--- config.mk ---
export PLATFORM = sky130hd
export DESIGN_NAME = wdm_watchdog
export DESIGN_NICKNAME = d
export VERILOG_FILES = /design/src/hw/wdm_pkg.sv /design/src/hw/wdm_ticker.sv /design/src/hw/wdm_watchdog.sv
export VERILOG_INCLUDE_DIRS = /design/src /design/src/hw
export SDC_FILE = /design/constraint.sdc
export NUM_CORES = 1
export LEC_CHECK = 0
export BUFFER_PORTS_ARGS = -buffer_cell sky130_fd_sc_hd__buf_2
export CAP_MARGIN = 25
export CORE_MARGIN = 2
export CORE_UTILIZATION = 55
export CTS_CLUSTER_SIZE = 12
export DETAILED_ROUTE_END_ITERATION = 8
export GPL_TIMING_DRIVEN = 1
export PLACE_DENSITY = 0.89
export SLEW_MARGIN = 0
export SYNTH_ARGS = -nofsm -noshare
export SYNTH_HDL_FRONTEND = slang
export SYNTH_HIERARCHICAL = 1
export SYNTH_SLANG_ARGS = --single-unit
--- constraint.sdc ---
create_clock -name core_clk -period 2.95 [get_ports core_clk]
set_clock_uncertainty 0.15 [all_clocks]
set_input_delay 0.4425 -clock core_clk [delete_from_list [all_inputs] [get_ports core_clk]]
set_output_delay 0.4425 -clock core_clk [all_outputs]
set_load 0.01 [all_outputs]
--- src/hw/wdm_defines.svh ---
`ifndef WDM_DEFINES_SVH
`define WDM_DEFINES_SVH

// register indices; byte address is four times the index
`define WDM_IDX_CTRL 3'h0
`define WDM_IDX_MOD 3'h2
`define WDM_IDX_COUNT 3'h4
`define WDM_IDX_SVC 3'h6

// control field positions
`define WDM_CTRL_EN 0
`define WDM_CTRL_HALT_STOP 1
`define WDM_CTRL_DOZE_STOP 2
`define WDM_CTRL_WAIT_STOP 3
`define WDM_CTRL_W 4

// reset values
`define WDM_RST_CTRL 4'hf
`define WDM_RST_MOD 16'hffff
`define WDM_RST_COUNT 16'hffff
`define WDM_RST_SVC 16'h0000

// service keys
`define WDM_KEY_FIRST 16'h5555
`define WDM_KEY_SECOND 16'haaaa

// prescaler: one count step per 4096 bus clocks
`define WDM_PRESCALE_LAST 12'hfff
`define WDM_PRESCALE_ZERO 12'h000

// avalon response codes and byte enables
`define WDM_RESP_OKAY 2'h0
`define WDM_RESP_SLVERR 2'h2
`define WDM_RESP_DECERR 2'h3
`define WDM_BE_WORD 4'hf

`endif

--- src/hw/wdm_pkg.sv ---
package wdm_pkg;

	// register bus slave phases
	typedef enum logic {
		bus_idle,
		bus_answer
	} wdm_bus_state_t;

endpackage

--- src/hw/wdm_ticker.sv ---
`timescale 1ns/1ns
`include "wdm_defines.svh"

// prescaled watchdog down-counter
module wdm_ticker (
	input wire logic core_clk,
	input wire logic resetn,
	input wire logic load,
	input wire logic [15:0] load_value,
	input wire logic run,
	output logic [15:0] count,
	output logic [11:0] prescale
);

	// prescaler cleared on every load and on reset
	always_ff @(posedge core_clk or negedge resetn) begin
		if (!resetn) begin
			prescale <= `WDM_PRESCALE_ZERO;
		end else if (load) begin
			prescale <= `WDM_PRESCALE_ZERO;
		end else if (run) begin
			prescale <= prescale + 12'h001;
		end
	end

	// counter steps down once per prescaler wrap
	always_ff @(posedge core_clk or negedge resetn) begin
		if (!resetn) begin
			count <= `WDM_RST_COUNT;
		end else if (load) begin
			count <= load_value;
		end else if (run && prescale == `WDM_PRESCALE_LAST && count != 16'h0000) begin
			count <= count - 16'h0001;
		end
	end
endmodule

--- src/hw/wdm_watchdog.sv ---
// Register access over Avalon-MM and the register addresses were chosen for this implementation.
`timescale 1ns/1ns
`include "wdm_defines.svh"

// Functional notes
// - modulus copied into counter on service
// - modulus write-once except in halted mode
// - modulus write loads counter immediately
// - modulus read returns stored value
// - modulus resets to all ones
// - prescaler cleared on load and reset
// - counter steps once per 4096 clocks
// - count register reads live counter
// - count writes ignored, terminated normally
// - 0x5555 then 0xaaaa services the watchdog
// - expiry requests system reset
// - other traffic allowed between key writes
// - wrong key restarts service sequence
// - disable stops counting, never re-enables
// - halted stop pauses; halted writes stay open
// - wait and doze stop bits freeze timer
// - word access errors, byte/halfword accepted
module wdm_watchdog (
	input wire logic core_clk,
	input wire logic resetn,
	input wire logic [4:0] avs_address,
	input wire logic avs_read,
	input wire logic avs_write,
	input wire logic [31:0] avs_writedata,
	input wire logic [3:0] avs_byteenable,
	output logic [31:0] avs_readdata,
	output logic avs_waitrequest,
	output logic [1:0] avs_response,
	input wire logic halted_mode,
	input wire logic wait_mode,
	input wire logic doze_mode,
	output logic wdt_reset_req
);

	wdm_pkg::wdm_bus_state_t bus_state;
	logic [`WDM_CTRL_W-1:0] watchdog_control;
	logic ctrl_locked;
	logic [15:0] reload_modulus;
	logic mod_locked;
	logic [15:0] service_key;
	logic key_armed;
	logic [15:0] count;
	logic [11:0] prescale;

	logic [2:0] reg_idx;
	logic addr_ok;
	logic hit_ctrl;
	logic hit_mod;
	logic hit_count;
	logic hit_svc;
	logic word_access;
	logic [1:0] resp_now;
	logic [31:0] rd_value;
	logic commit_write;
	logic [15:0] merged_ctrl;
	logic [15:0] merged_mod;
	logic [15:0] merged_svc;
	logic ctrl_write_ok;
	logic mod_load;
	logic svc_write;
	logic svc_load;
	logic frozen;
	logic run;
	logic load;
	logic [15:0] load_value;

	// merge the two low byte lanes into a 16-bit register
	function automatic logic [15:0] merge16(
		input logic [15:0] old_value,
		input logic [31:0] data,
		input logic [3:0] be
	);
		logic [15:0] result;
		result[7:0] = be[0] ? data[7:0] : old_value[7:0];
		result[15:8] = be[1] ? data[15:8] : old_value[15:8];
		return result;
	endfunction

	// address decode; registers sit on word boundaries
	always_comb begin
		reg_idx = avs_address[4:2];
		hit_ctrl = (reg_idx == `WDM_IDX_CTRL);
		hit_mod = (reg_idx == `WDM_IDX_MOD);
		hit_count = (reg_idx == `WDM_IDX_COUNT);
		hit_svc = (reg_idx == `WDM_IDX_SVC);
		addr_ok = (avs_address[1:0] == 2'h0) && (hit_ctrl || hit_mod || hit_count || hit_svc);
		word_access = (avs_byteenable == `WDM_BE_WORD);
	end

	// answer code: decode error first, then the longword bus error
	always_comb begin
		if (!addr_ok) begin
			resp_now = `WDM_RESP_DECERR;
		end else if (word_access) begin
			resp_now = `WDM_RESP_SLVERR;
		end else begin
			resp_now = `WDM_RESP_OKAY;
		end
	end

	// read mux; upper lanes read as zero
	always_comb begin
		rd_value = 32'h0000_0000;
		if (hit_ctrl) begin
			rd_value = {28'h000_0000, watchdog_control};
		end else if (hit_mod) begin
			rd_value = {16'h0000, reload_modulus};
		end else if (hit_count) begin
			rd_value = {16'h0000, count};
		end else if (hit_svc) begin
			rd_value = {16'h0000, service_key};
		end
	end

	// write effects happen at the edge where the master sees waitrequest low
	always_comb begin
		commit_write = (bus_state == wdm_pkg::bus_answer) && avs_write
			&& (resp_now == `WDM_RESP_OKAY);
		merged_ctrl = merge16({12'h000, watchdog_control}, avs_writedata, avs_byteenable);
		merged_mod = merge16(reload_modulus, avs_writedata, avs_byteenable);
		merged_svc = merge16(service_key, avs_writedata, avs_byteenable);
		ctrl_write_ok = commit_write && hit_ctrl && (!ctrl_locked || halted_mode);
		mod_load = commit_write && hit_mod && (!mod_locked || halted_mode);
		svc_write = commit_write && hit_svc;
		svc_load = svc_write && key_armed && (merged_svc == `WDM_KEY_SECOND);
	end

	// counter run gating and load selection
	always_comb begin
		frozen = (halted_mode && watchdog_control[`WDM_CTRL_HALT_STOP])
			|| (wait_mode && watchdog_control[`WDM_CTRL_WAIT_STOP])
			|| (doze_mode && watchdog_control[`WDM_CTRL_DOZE_STOP]);
		run = watchdog_control[`WDM_CTRL_EN] && !frozen && !wdt_reset_req;
		load = mod_load || svc_load;
		load_value = mod_load ? merged_mod : reload_modulus;
	end

	// avalon slave: one wait cycle, then the answer for one cycle
	always_ff @(posedge core_clk or negedge resetn) begin
		if (!resetn) begin
			bus_state <= wdm_pkg::bus_idle;
			avs_waitrequest <= 1'b1;
			avs_readdata <= 32'h0000_0000;
			avs_response <= `WDM_RESP_OKAY;
		end else begin
			unique case (bus_state)
				wdm_pkg::bus_idle: begin
					if (avs_read || avs_write) begin
						bus_state <= wdm_pkg::bus_answer;
						avs_waitrequest <= 1'b0;
						avs_response <= resp_now;
						if (avs_read && resp_now == `WDM_RESP_OKAY) begin
							avs_readdata <= rd_value;
						end else begin
							avs_readdata <= 32'h0000_0000;
						end
					end
				end
				wdm_pkg::bus_answer: begin
					bus_state <= wdm_pkg::bus_idle;
					avs_waitrequest <= 1'b1;
					avs_readdata <= 32'h0000_0000;
					avs_response <= `WDM_RESP_OKAY;
				end
			endcase
		end
	end

	// control register: write-once outside halted mode, enable only falls
	always_ff @(posedge core_clk or negedge resetn) begin
		if (!resetn) begin
			watchdog_control <= `WDM_RST_CTRL;
			ctrl_locked <= 1'b0;
		end else if (ctrl_write_ok) begin
			watchdog_control <= merged_ctrl[`WDM_CTRL_W-1:0];
			watchdog_control[`WDM_CTRL_EN] <= watchdog_control[`WDM_CTRL_EN]
				& merged_ctrl[`WDM_CTRL_EN];
			if (!halted_mode) begin
				ctrl_locked <= 1'b1;
			end
		end
	end

	// modulus register: write-once outside halted mode
	always_ff @(posedge core_clk or negedge resetn) begin
		if (!resetn) begin
			reload_modulus <= `WDM_RST_MOD;
			mod_locked <= 1'b0;
		end else if (mod_load) begin
			reload_modulus <= merged_mod;
			if (!halted_mode) begin
				mod_locked <= 1'b1;
			end
		end
	end

	// service key tracking; any stray value restarts the sequence
	always_ff @(posedge core_clk or negedge resetn) begin
		if (!resetn) begin
			service_key <= `WDM_RST_SVC;
			key_armed <= 1'b0;
		end else if (svc_write) begin
			service_key <= merged_svc;
			if (svc_load) begin
				key_armed <= 1'b0;
			end else if (merged_svc == `WDM_KEY_FIRST) begin
				key_armed <= 1'b1;
			end else begin
				key_armed <= 1'b0;
			end
		end
	end

	// expiry request, held until system reset clears it
	always_ff @(posedge core_clk or negedge resetn) begin
		if (!resetn) begin
			wdt_reset_req <= 1'b0;
		end else if (run && !load && count == 16'h0000) begin
			wdt_reset_req <= 1'b1;
		end
	end

	// prescaled down-counter
	wdm_ticker u_ticker (
		.core_clk(core_clk),
		.resetn(resetn),
		.load(load),
		.load_value(load_value),
		.run(run),
		.count(count),
		.prescale(prescale)
	);
endmodule

-- After elaboration in Yosys (flattened, before gate mapping)
Index checks and enable logic that the tools add are counted.
- bitwise logic cells: 3
- reduce and logical (&&, ||, !) cells: 44
- mux-type cells: 27
- $add $sub $neg: 2
- eq/ne operators: 8
- operators by type and width (operator ; count):
    $mux 16 ; 7
    $mux 32 ; 2
    $pmux 32 s2 ; 1
    $mux 8 ; 4
    $mux 12 ; 2
    $logic_and 1x1->1 ; 20
    $eq 16x15->1 const B ; 1
    $eq 16x16->1 const B ; 1
    $logic_not 16->1 ; 1
    $reduce_bool 16->1 ; 1
    $sub 16x1->16 const B ; 1
    $add 12x1->12 const B ; 1
    $eq 12x12->1 const B ; 1
    $logic_or 1x1->1 ; 9
    $eq 3x3->1 const B ; 2
    $mux 2 ; 3
    $reduce_and 2->1 ; 3
    $logic_not 1->1 ; 5
    $mux 1 ; 5
    $eq 4x4->1 const B ; 1
    $logic_not 2->1 ; 2
    $pmux 1 s2 ; 2
    $pmux 2 s2 ; 1
    $reduce_bool 2->1 ; 2
    5 further kinds ; 6
- word-level logic and storage cells: 98
- flip-flop bits (word level): 104
- input bits: 48
- output and inout port bits: 36

-- Depth between registers and ports, before layout
Gate-level depths: netlist of the first run.
- depth after elaboration: 15
- depth in mapped cells: 9
- mapped depth without buffers: 7

-- By module
The synthesis of the first run kept the hierarchy.
- modules (own cells, without submodules) (module ; sequential area each (um^2) ; cells each ; area an instance (um^2) ; times used):
    wdm_watchdog ; 1527.7 ; 272 ; 3164.3 ; 1
    wdm_ticker ; 720.7 ; 166 ; 1590.3 ; 1

-- Worst setup path before layout of the first run
Ideal clock, no wire load.
- kind: input-to-reg
- start point: input port wait_mode
- end point: register u_ticker.count[10]
- data required time: 2.723 ns
- setup slack: 0.483 ns
- buffers on the path: 1
- setup time: 0.077 ns
- data arrival time: 2.240 ns
- stages: 8
- path through: a22oi_1 and4_1 buf_4 nand4_4 nor4_4 nand2_4 or4_1 a31oi_1
- cells in the longest elaborated chain, start to end: 9
- ends and longest elaborated chain (element ; line ; text):
    start: declaration ; wdm_watchdog.sv:35 ; input wire logic wait_mode,
    $logic_and 1x1->1 ; wdm_watchdog.sv:136 ; || (wait_mode && watchdog_control[`WDM_CTRL_WAIT_STOP])
    $logic_or 1x1->1 (2 in a row) ; wdm_watchdog.sv:135 ; frozen = (halted_mode && watchdog_control[`WDM_CTRL_HALT_STOP])
    $logic_not 1->1 ; wdm_watchdog.sv:138 ; run = watchdog_control[`WDM_CTRL_EN] && !frozen && !wdt_reset_req;
    $logic_and 1x1->1 (2 in a row) ; wdm_watchdog.sv:138 ;
    via run ; wdm_watchdog.sv:68 ; logic run;
    $logic_and 1x1->1 (no source line) ; -- ;
    $logic_and 1x1->1 ; wdm_ticker.sv:32 ; end else if (run && prescale == `WDM_PRESCALE_LAST && count != 16'h0000) begin
    $reduce_bool 2->1 (no source line) ; -- ;
    end signal: assignment ; wdm_ticker.sv:29 ; count <= `WDM_RST_COUNT;
    end signal: assignment ; wdm_ticker.sv:31 ; count <= load_value;
    end signal: assignment ; wdm_ticker.sv:33 ; count <= count - 16'h0001;
    end: declaration ; wdm_ticker.sv:11 ; output logic [15:0] count,
The timed path passes the listed nets, and every way through them passes these cells.
A chain may end at the register's enable or synchronous reset.

-- Worst setup path in the final report of the first run
- start point: register watchdog_control[3]
- end point: register u_ticker.count[11]
- cells in the longest elaborated chain, start to end: 9
- ends and longest elaborated chain (element ; line ; text):
    start: declaration ; wdm_watchdog.sv:41 ; logic [`WDM_CTRL_W-1:0] watchdog_control;
    start signal: assignment ; wdm_watchdog.sv:177 ; watchdog_control <= `WDM_RST_CTRL;
    start signal: assignment ; wdm_watchdog.sv:180 ; watchdog_control <= merged_ctrl[`WDM_CTRL_W-1:0];
    start signal: indexed assignment ; wdm_watchdog.sv:181 ; watchdog_control[`WDM_CTRL_EN] <= watchdog_control[`WDM_CTRL_EN]
    $logic_and 1x1->1 ; wdm_watchdog.sv:136 ;
    $logic_or 1x1->1 (2 in a row) ; wdm_watchdog.sv:135 ;
    $logic_not 1->1 ; wdm_watchdog.sv:138 ;
    $logic_and 1x1->1 (2 in a row) ; wdm_watchdog.sv:138 ;
    via run ; wdm_watchdog.sv:68 ;
    $logic_and 1x1->1 (no source line) ; -- ;
    $logic_and 1x1->1 ; wdm_ticker.sv:32 ;
    $reduce_bool 2->1 (no source line) ; -- ;
The timed path passes the listed nets, and every way through them passes these cells.

==> impl_metrics.json, run 1 <==
{
  "status": "finished, final reports clean",
  "setup_tns_ns": 0,
  "criticalPathCategory": "register to register",
  "fillers": 612,
  "htreeDepth": 3,
  "critPathRequiredTime_ns": 3.09,
  "reg2reg_to": "u_ticker/count[11]",
  "rsz0062_at_grt": "false",
  "antenna_found_initial": 0,
  "dp_cells": 586,
  "cts_max_path_buffers": 2,
  "start_util_pct": 57.3,
  "gr-total-overflow": 0,
  "portBuffers": 51,
  "power_density_nw_per_um2": 453,
  "first_iter_violations": 287,
  "finalHoldViolations": 0,
  "final_area_um2": 5310,
  "yosysWarningCount": 6,
  "wl_um": 11400,
  "drive_above_1_share_pct": 36.1,
  "grt_use_met2_pct": 41.2,
  "synth.cell_area_um2": 4750,
  "gp_congestion": 0.899,
  "hpwl_um": 8070,
  "timing_worst_slew_pin_value_ns": 1.03,
  "fin_nets": 543,
  "root_buffer": "clkbuf_8",
  "ant_nets": 0,
  "synth-seq-area-share_pct": 47.3,
  "grt_first_pass_wirelength_um": 19100,
  "drcViolationCount": 0,
  "regToRegStartpoint": "watchdog_control[3]",
  "final_util_pct": 64.0,
  "tritoncts": "built",
  "fmax_mhz": 372,
  "grt_pass1_vias": 3837,
  "critPathCaptureType": "register",
  "grt.busiest_layer": "met2",
  "finalSetupViolCount": 0,
  "drv_cap": 0,
  "antennaDiodeCount": 0,
  "clkSinkCount": 88,
  "synth-seq-cells": 88,
  "core_area_um2": 8300,
  "hp-class": "primary input to register",
  "syn_inst": 438,
  "critPathMaxFanout": 4,
  "die_x_um": 97.0,
  "yosysTopAreaCellShare_pct": 26.8,
  "ys_top_cells_by_area": "dfrtp_1, dfstp_2, mux2_2",
  "syn_avg_cell_area_um2": 10.9,
  "finalCritPeriodShare_pct": 91.2,
  "met1_usage_pct": 32.5,
  "relSlewSlack_pct": 30.8,
  "vias": 3818,
  "ir_drop_mv": 0.196,
  "post_drt_wl_per_cell_um": 18.9,
  "area_growth_syn_to_layout_pct": 11.6,
  "via_per_inst": 6.33,
  "ys.flop_type": "dfrtp_1",
  "cp-start-kind": "register",
  "leakage_nw": 2.35,
  "reg2reg_depth": 7,
  "place_area_um2": 5090,
  "mostFrequentLayoutCell": "dfrtp_1",
  "synth_cell_types": 56,
  "clk_pin_slew_ns": 0.10,
  "cts_resized": 0,
  "clock_latency_ns": 0.37,
  "numCtsBuffers": 9,
  "cp.arrival_ns": 2.83,
  "num_rows": 33,
  "grt_max_degree": 52,
  "grt.total_usage_pct": 25.1,
  "synth_top_area_cell": "dfrtp_1",
  "worstHoldPathCells": 2,
  "fin_crit_ns": 2.69,
  "mostFrequentLayoutCells": "dfrtp_1, buf_2, mux2_2",
  "first_pass_iters": 5,
  "dieArea_um2": 9400,
  "instances_no_fill": 603,
  "boundaryPins": 84,
  "finalMaxSlewViolations": 0,
  "die_h_um": 97.0,
  "hp-start": "halted_mode",
  "cp-startpoint": "watchdog_control[3]",
  "holdPathEnd": "ctrl_locked",
  "r2r_slack_ns": 0.26,
  "synth_edf_count": 0,
  "synthArstFlopShare_pct": 100,
  "gr-usage-met3_pct": 6.00
}
critical path, stage by stage (launching register included):
cell and delay [ns]:
dfstp_2 0.38, a22oi_1 0.21, and4_1 0.44, nand4_4 0.17
nor4_4 0.46, nand4_1 0.23, or3_1 0.37, a31oi_1 0.21
metal layers:
metal | part of all wire (%) | routed length [µm]
met4 | 2.2 | 246
met3 | 7.3 | 831
met2 | 49 | 5630
met5 | 0 | 0
met1 | 41 | 4680
where the power goes:
group	internal, mW	leakage [nW]	total [mW]	switching (mW)
Clock	0.417	0.0989	0.869	0.451
Sequential	1.26	1.06	1.31	0.0464
Combinational	0.0946	1.18	0.232	0.138
Total	1.77	2.35	2.41	0.636
cells in the mapped netlist, types with 3 or more instances:
cell type  instances
and4_1             5
o31ai_1            5
nor4_1             9
dfstp_2           37
a2bb2oi_1          5
a22oi_1           14
o211ai_1           7
nor2_1            27
clkbuf_1           9
or3_1              4
mux2_2            49
buf_4             17
nand3_1            7
xor2_1            12
a31oi_1            4
xnor2_1            8
inv_1              9
o21ai_0           25
nand2_1           48
nor4bb_1           3
nor4b_1            7
nand4_1           14
o21ai_1            3
buf_2              5
and3_1             3
nor3_2             3
mux2i_1            6
nand4b_1           6
dfrtp_1           51
nor3_4             3
or4_1              4
how the worst max path moves through the flow:
stage                               to  slack, ns  cells after the start
finish              u_ticker/count[11]       0.26                      7
global route        u_ticker/count[11]       0.20                      7
CTS                 u_ticker/count[11]       0.33                      7
detailed placement  u_ticker/count[11]       0.20                      8
global placement    u_ticker/count[11]       0.27                      8
floorplan           u_ticker/count[10]       0.48                      8
registers in the layout, summed over array words and instances, names as in the netlist:
register           flops
avs_readdata          16
avs_response           2
avs_waitrequest        1
bus_state              1
ctrl_locked            1
key_armed              1
mod_locked             1
reload_modulus        16
service_key           16
u_ticker/count        16
u_ticker/prescale     12
watchdog_control       4
wdt_reset_req          1
stage by stage:
| step | worst slack [ns] | hold slack, ns | power (mW) |
|---|---|---|---|
| 2_1_floorplan | 0.483 | -0.00309 | 1.45 |
| 4_1_cts | 0.335 | 0.164 | 2.42 |
| 5_1_grt | 0.204 | 0.171 | 2.50 |
| 3_3_place_gp | 0.267 | 0.284 | 1.54 |
| 3_5_place_dp | 0.195 | 0.297 | 1.55 |
| 6_report | 0.260 | 0.180 | 2.41 |
final cells by class:
class | count | area [µm²] | area share (%)
inverter | 10 | 37.5 | 0.707
multi-input combinational | 323 | 2340 | 44.0
timing repair buffer | 61 | 348 | 6.55
tap | 105 | 131 | 2.48
clock buffer | 10 | 138 | 2.59
sequential | 88 | 2250 | 42.4
clock inverter | 6 | 67.6 | 1.27
what timing repair did:
action / in CTS / in global routing
hold buffers: 1 / 0
hold endpoints to repair: 37 / 0
setup buffers: 0 / 0
endpoints found under the setup margin: 0 / 0
cell families (layout without fill, tap and decap cells):
logic type,Yosys count,in the layout,share of synthesized area (%)
DFF,88,88,47.3
AOI/OAI and AO/OA,71,71,9.89
other,1,16,0.0789
buffers and inverters,42,87,4.82
adders and majority gates,2,2,0.526
muxes,57,57,13.3
xor gates and xnor gates,20,20,3.68
and+or+nand+nor,157,157,20.4
(Power assumes the default switching activity.)
==> run 2, diff against run 1 <==
--- a/config.mk
+++ b/config.mk
@@ -14,6 +14,7 @@
 export DETAILED_ROUTE_END_ITERATION = 8
 export GPL_TIMING_DRIVEN = 1
 export PLACE_DENSITY = 0.89
+export RECOVER_POWER = 100
 export SLEW_MARGIN = 0
 export SYNTH_ARGS = -nofsm -noshare
 export SYNTH_HDL_FRONTEND = slang
==> run 2 against run 1 <==
Final cell count unchanged; wire length up 0.46%; non-clock buffer count stayed put; first-iteration DRC count down 12%; setup slack is essentially flat; register-to-register slack is essentially flat; clock-buffer cell count is the same; maximum frequency barely moved; core utilization fell by 0.98 points; critical endpoint is now u_ticker/count[14].
==> impl_metrics.json, run 2 (synthesis results as in run 1) <==
{
  "status": "finished, final reports clean",
  "cts_max_path_buffers": 2,
  "critPathRequiredTime_ns": 3.09,
  "num_rows": 33,
  "finalSetupViolCount": 0,
  "multi_input_area_um2": 2290,
  "mostFrequentLayoutCell": "dfrtp_1",
  "fmax_mhz": 372,
  "core_area_um2": 8300,
  "endpoint": "u_ticker/count[14]",
  "cts_resized": 0,
  "post_drt_wl_per_cell_um": 19.0,
  "critPathMaxFanout": 4,
  "area_growth_syn_to_layout_pct": 9.92,
  "cts_hold_buffers": 1,
  "dieArea_um2": 9400,
  "boundaryPins": 84,
  "drive_above_1_share_pct": 27.7,
  "tritoncts": "built",
  "criticalPathCategory": "register to register",
  "die_h_um": 97.0,
  "final_area_um2": 5230,
  "cts_setup_buffers": 0,
  "portBuffers": 51,
  "via_per_inst": 6.29,
  "clkSinkCount": 88,
  "power_density_nw_per_um2": 459,
  "relSlewSlack_pct": 15.8,
  "ant_nets": 0,
  "fillers": 635,
  "leakage_nw": 2.26,
  "critPathCaptureType": "register",
  "regToRegStartpoint": "watchdog_control[3]",
  "wl_um": 11400,
  "reg2reg_depth": 7,
  "root_buffer": "clkbuf_8",
  "grt_pass1_vias": 3837,
  "final_util_pct": 63.0,
  "seq_area_um2": 2250,
  "htreeDepth": 3,
  "gp_congestion": 0.899,
  "rsz0062_at_grt": "false",
  "drcViolationCount": 0,
  "finalMaxSlewViolations": 0,
  "first_iter_violations": 253,
  "fin_nets": 543,
  "finalHoldViolations": 0,
  "gr-total-overflow": 0,
  "clk_pin_slew_ns": 0.10,
  "reg2reg_to": "u_ticker/count[14]",
  "drv_cap": 0,
  "ir_drop_mv": 0.193,
  "clock_latency_ns": 0.37,
  "antennaDiodeCount": 0,
  "grt.total_usage_pct": 25.1,
  "vias": 3792,
  "r2r_slack_ns": 0.26,
  "fin_crit_ns": 2.69,
  "antenna_found_initial": 0,
  "mostFrequentLayoutCells": "dfrtp_1, nand2_1, mux2_2, dfstp_2, buf_2",
  "timing_worst_slew_pin_value_ns": 1.26,
  "finalCritPeriodShare_pct": 91.2,
  "grt_max_degree": 52,
  "die_x_um": 97.0,
  "cp-startpoint": "watchdog_control[3]",
  "first_pass_iters": 5,
  "numCtsBuffers": 9,
  "start_util_pct": 57.3,
  "place_area_um2": 5090,
  "grt_first_pass_wirelength_um": 19100,
  "hpwl_um": 8070,
  "cp-start-kind": "register",
  "setup_tns_ns": 0,
  "cp.arrival_ns": 2.83,
  "hp-class": "primary input to register"
}
-- run 2: cell types whose count changed in the layout (fill, tap and decap cells not counted), sizes merged --
cell,change
clkbuf,+24
buf,-24
-- run 2: cell type report --
cell class              count  area share [%]
inverters                  10           0.718
multi-input cells         323            43.8
flip-flops and latches     88            43.0
clock inverters             6            1.29
repair buffers             61            5.99
clock buffers              10            2.63
well taps                 105            2.51
-- run 2: stage by stage --
stage	hold WS, ns	setup slack [ns]	instances	power [mW]
2_1_floorplan	-0.00309	0.483	453	1.45
3_3_place_gp	0.284	0.267	586	1.54
3_5_place_dp	0.297	0.195	586	1.55
4_1_cts	0.164	0.335	603	2.42
5_1_grt	0.173	0.122	603	2.49
6_report	0.190	0.260	603	2.40
-- run 2: routing by layer --
layer	vias up	GRT usage, %	routed length [µm]
met5	-	0	0
met3	24	6.00	936
met1	1875	32.5	4660
met4	0	9.43	253
met2	197	41.2	5590
li1	1696	-	-
-- run 2: report_power, final --
| group | switching, mW | internal, mW | leakage (nW) | total [mW] |
|---|---|---|---|---|
| Sequential | 0.0459 | 1.26 | 1.06 | 1.30 |
| Clock | 0.450 | 0.417 | 0.0989 | 0.868 |
| Combinational | 0.135 | 0.0900 | 1.09 | 0.225 |
| Total | 0.631 | 1.77 | 2.26 | 2.40 |
-- run 2: worst min-delay path by stage --
stage,from,endpoint,slack [ns],depth (start not counted)
6_report,halted_mode,ctrl_locked,0.19,2
5_1_grt,halted_mode,ctrl_locked,0.17,2
4_1_cts,halted_mode,ctrl_locked,0.16,2
3_5_place_dp,ctrl_locked,ctrl_locked,0.30,2
3_3_place_gp,mod_locked,mod_locked,0.28,2
2_1_floorplan,resetn,avs_readdata[0],-0.003,0
-- run 2: worst max-delay path, cell delays in order (launching register included) --
cell and delay [ns]:
dfstp_1 0.38, a22oi_1 0.20, and4_1 0.44, nand3_1 0.15, or4_1 0.60, nor4b_1 0.41, xnor2_1 0.13, o21ai_1 0.16
==> run 3, diff against run 2 <==
--- a/config.mk
+++ b/config.mk
@@ -8,12 +8,14 @@
 export LEC_CHECK = 0
 export BUFFER_PORTS_ARGS = -buffer_cell sky130_fd_sc_hd__buf_2
 export CAP_MARGIN = 25
+export CELL_PAD_IN_SITES_DETAIL_PLACEMENT = 1
+export CELL_PAD_IN_SITES_GLOBAL_PLACEMENT = 2
 export CORE_MARGIN = 2
-export CORE_UTILIZATION = 55
+export CORE_UTILIZATION = 25
 export CTS_CLUSTER_SIZE = 12
 export DETAILED_ROUTE_END_ITERATION = 8
 export GPL_TIMING_DRIVEN = 1
-export PLACE_DENSITY = 0.89
+export PLACE_DENSITY = 0.69
 export RECOVER_POWER = 100
 export SLEW_MARGIN = 0
 export SYNTH_ARGS = -nofsm -noshare
==> run 3 against run 2 <==
Setup slack improved by 0.075 ns; total power increased by 28%; sequential share of layout area decreased by 2.8 points; critical path type unchanged.
==> impl_metrics.json, run 3 (synthesis results as in run 1) <==
{
  "power_density_nw_per_um2": 550,
  "cts_setup_buffers": 0,
  "drcViolationCount": 0,
  "area_growth_syn_to_layout_pct": 17.7,
  "ant_nets": 0,
  "vias": 3618,
  "htreeDepth": 3,
  "cts_max_path_buffers": 2,
  "p_comb_share_pct": 7.5,
  "mostFrequentLayoutCell": "dfrtp_1",
  "finalHoldViolations": 0,
  "p_int_mw": 2.40,
  "p_clk_share_pct": 50.1,
  "drive_above_1_share_pct": 27.2,
  "setup_tns_ns": 0,
  "timing.final.ws_setup_ns": 0.335,
  "first_pass_iters": 4,
  "regToRegStartpoint": "watchdog_control[3]",
  "gp_congestion": 0.783,
  "first_iter_violations": 117,
  "boundaryPins": 84,
  "hp-class": "primary input to register",
  "post_drt_wl_per_cell_um": 18.2,
  "timing_worst_slew_pin_value_ns": 1.24,
  "root_buffer": "clkbuf_16",
  "numCtsBuffers": 9,
  "finalSetupViolCount": 0,
  "relSlewSlack_pct": 17.5,
  "p_sw_mw": 0.683,
  "clkSinkCount": 88,
  "fin_nets": 545,
  "fin_crit_ns": 2.62,
  "hp-start": "halted_mode",
  "leakage_nw": 2.35,
  "grt_first_pass_wirelength_um": 21600,
  "die_h_um": 142,
  "reg2reg_depth": 7,
  "holdPathEnd": "mod_locked",
  "status": "finished, final reports clean",
  "slowest_delay_ns": 0.44,
  "start_util_pct": 25.4,
  "portBuffers": 51,
  "critPathRequiredTime_ns": 3.07,
  "clock_latency_ns": 0.35,
  "critPathCaptureType": "register",
  "rsz0062_at_grt": "false",
  "slowest_stage": "nor4_4",
  "r2r_slack_ns": 0.33,
  "antenna_found_initial": 0,
  "grt_max_degree": 46,
  "grt.total_usage_pct": 14.0,
  "ir_drop_mv": 0.195,
  "wl_um": 13300,
  "reg2reg_to": "u_ticker/count[10]",
  "sw_frac_of_total_pct": 22.2,
  "finalMaxSlewViolations": 0,
  "mostFrequentLayoutCells": "dfrtp_1, nand2_1, mux2_2, dfstp_2, buf_2",
  "die_x_um": 142,
  "cp-start-kind": "register",
  "critPathMaxFanout": 6,
  "fmax_mhz": 382,
  "fillers": 2138,
  "clk_pin_slew_ns": 0.06,
  "via_per_inst": 4.93,
  "hpwl_um": 10000,
  "gr-total-overflow": 0,
  "criticalPathCategory": "register to register",
  "num_rows": 50,
  "antennaDiodeCount": 0,
  "core_area_um2": 18700,
  "path_cells": "a22oi_1, and4_1, nand4_4, nor4_4, nand2_4, or4_1, a31oi_1",
  "grt_pass1_vias": 3866,
  "cp.arrival_ns": 2.74,
  "dpl_worst_slack_ns": 0.124,
  "power_frac_seq_pct": 42.4,
  "drv_cap": 0,
  "dieArea_um2": 20100,
  "finalCritPeriodShare_pct": 88.7,
  "tritoncts": "built",
  "worstHoldPathCells": 2
}
## run 3: changes by cell type in the layout (fill, tap and decap cells not counted), sizes merged
cell	previous run	this run
bufinv	1	5
clkbuf	34	38
clkinv	3	1
clkinvlp	2	0
buf	36	35
inv	10	9
## run 3: timing repair
item | CTS | global route
endpoints found under the hold margin | 21 | 0
hold buffers | 1 | 0
gates resized for setup | 0 | 0
endpoints found under the setup margin | 0 | 0
## run 3: worst max-delay path by stage
stage	slack [ns]	from	end	cells past startpoint
6_report	0.33	watchdog_control[3]	u_ticker/count[10]	7
5_1_grt	0.09	watchdog_control[3]	u_ticker/count[15]	7
4_1_cts	0.28	watchdog_control[3]	u_ticker/count[10]	7
3_5_place_dp	0.12	wait_mode	u_ticker/count[10]	8
3_3_place_gp	0.15	wait_mode	u_ticker/count[14]	8
2_1_floorplan	0.48	wait_mode	u_ticker/count[10]	8
## run 3: power by group through the flow
stage	logic, mW	registers (mW)	clock network [mW]
final	0.231	1.31	1.54
after global routing	0.258	1.31	1.62
after CTS	0.243	1.31	1.57
after detailed placement	0.241	1.33	0
after global placement	0.235	1.33	0
after floorplan	0.146	1.31	0
## run 3: cell type report
cell class	count	area (µm²)	share of cell area, %
Timing Repair Buffer	63	328	5.86
Sequential cell	88	2250	40.2
Multi-Input combinational cell	323	2290	40.9
Inverter	10	37.5	0.671
Clock inverter	5	150	2.68
Tap cell	234	293	5.23
Clock buffer	11	253	4.52
## run 3: worst max-delay path: cells and delay by family, from the launching register on
family	cells	cell delay [ns]
and+or+nand+nor	5	1.61
AOI/OAI and AO/OA	2	0.40
DFF	1	0.38
## run 3: metrics by stage
step / util (%) / hold slack (ns) / area, µm² / instances / power, mW
floorplan: - / -0.00309 / 4810 / 453 / 1.45
global placement: 28.2 / 0.284 / 5280 / 717 / 1.56
detailed placement: 28.2 / 0.293 / 5280 / 717 / 1.57
CTS: 30.4 / 0.200 / 5690 / 734 / 3.12
global route: 29.9 / 0.212 / 5600 / 734 / 3.19
finish: 29.9 / 0.214 / 5600 / 734 / 3.08
## run 3: per-layer routing
metal  track usage, %  routed length, µm  vias to the layer above
met3             2.40                424                       22
met4             6.00                311                        0
met5                0                  0                        -
li1                 -                  -                     1694
met1             17.7               6080                     1828
met2             23.6               6530                       74
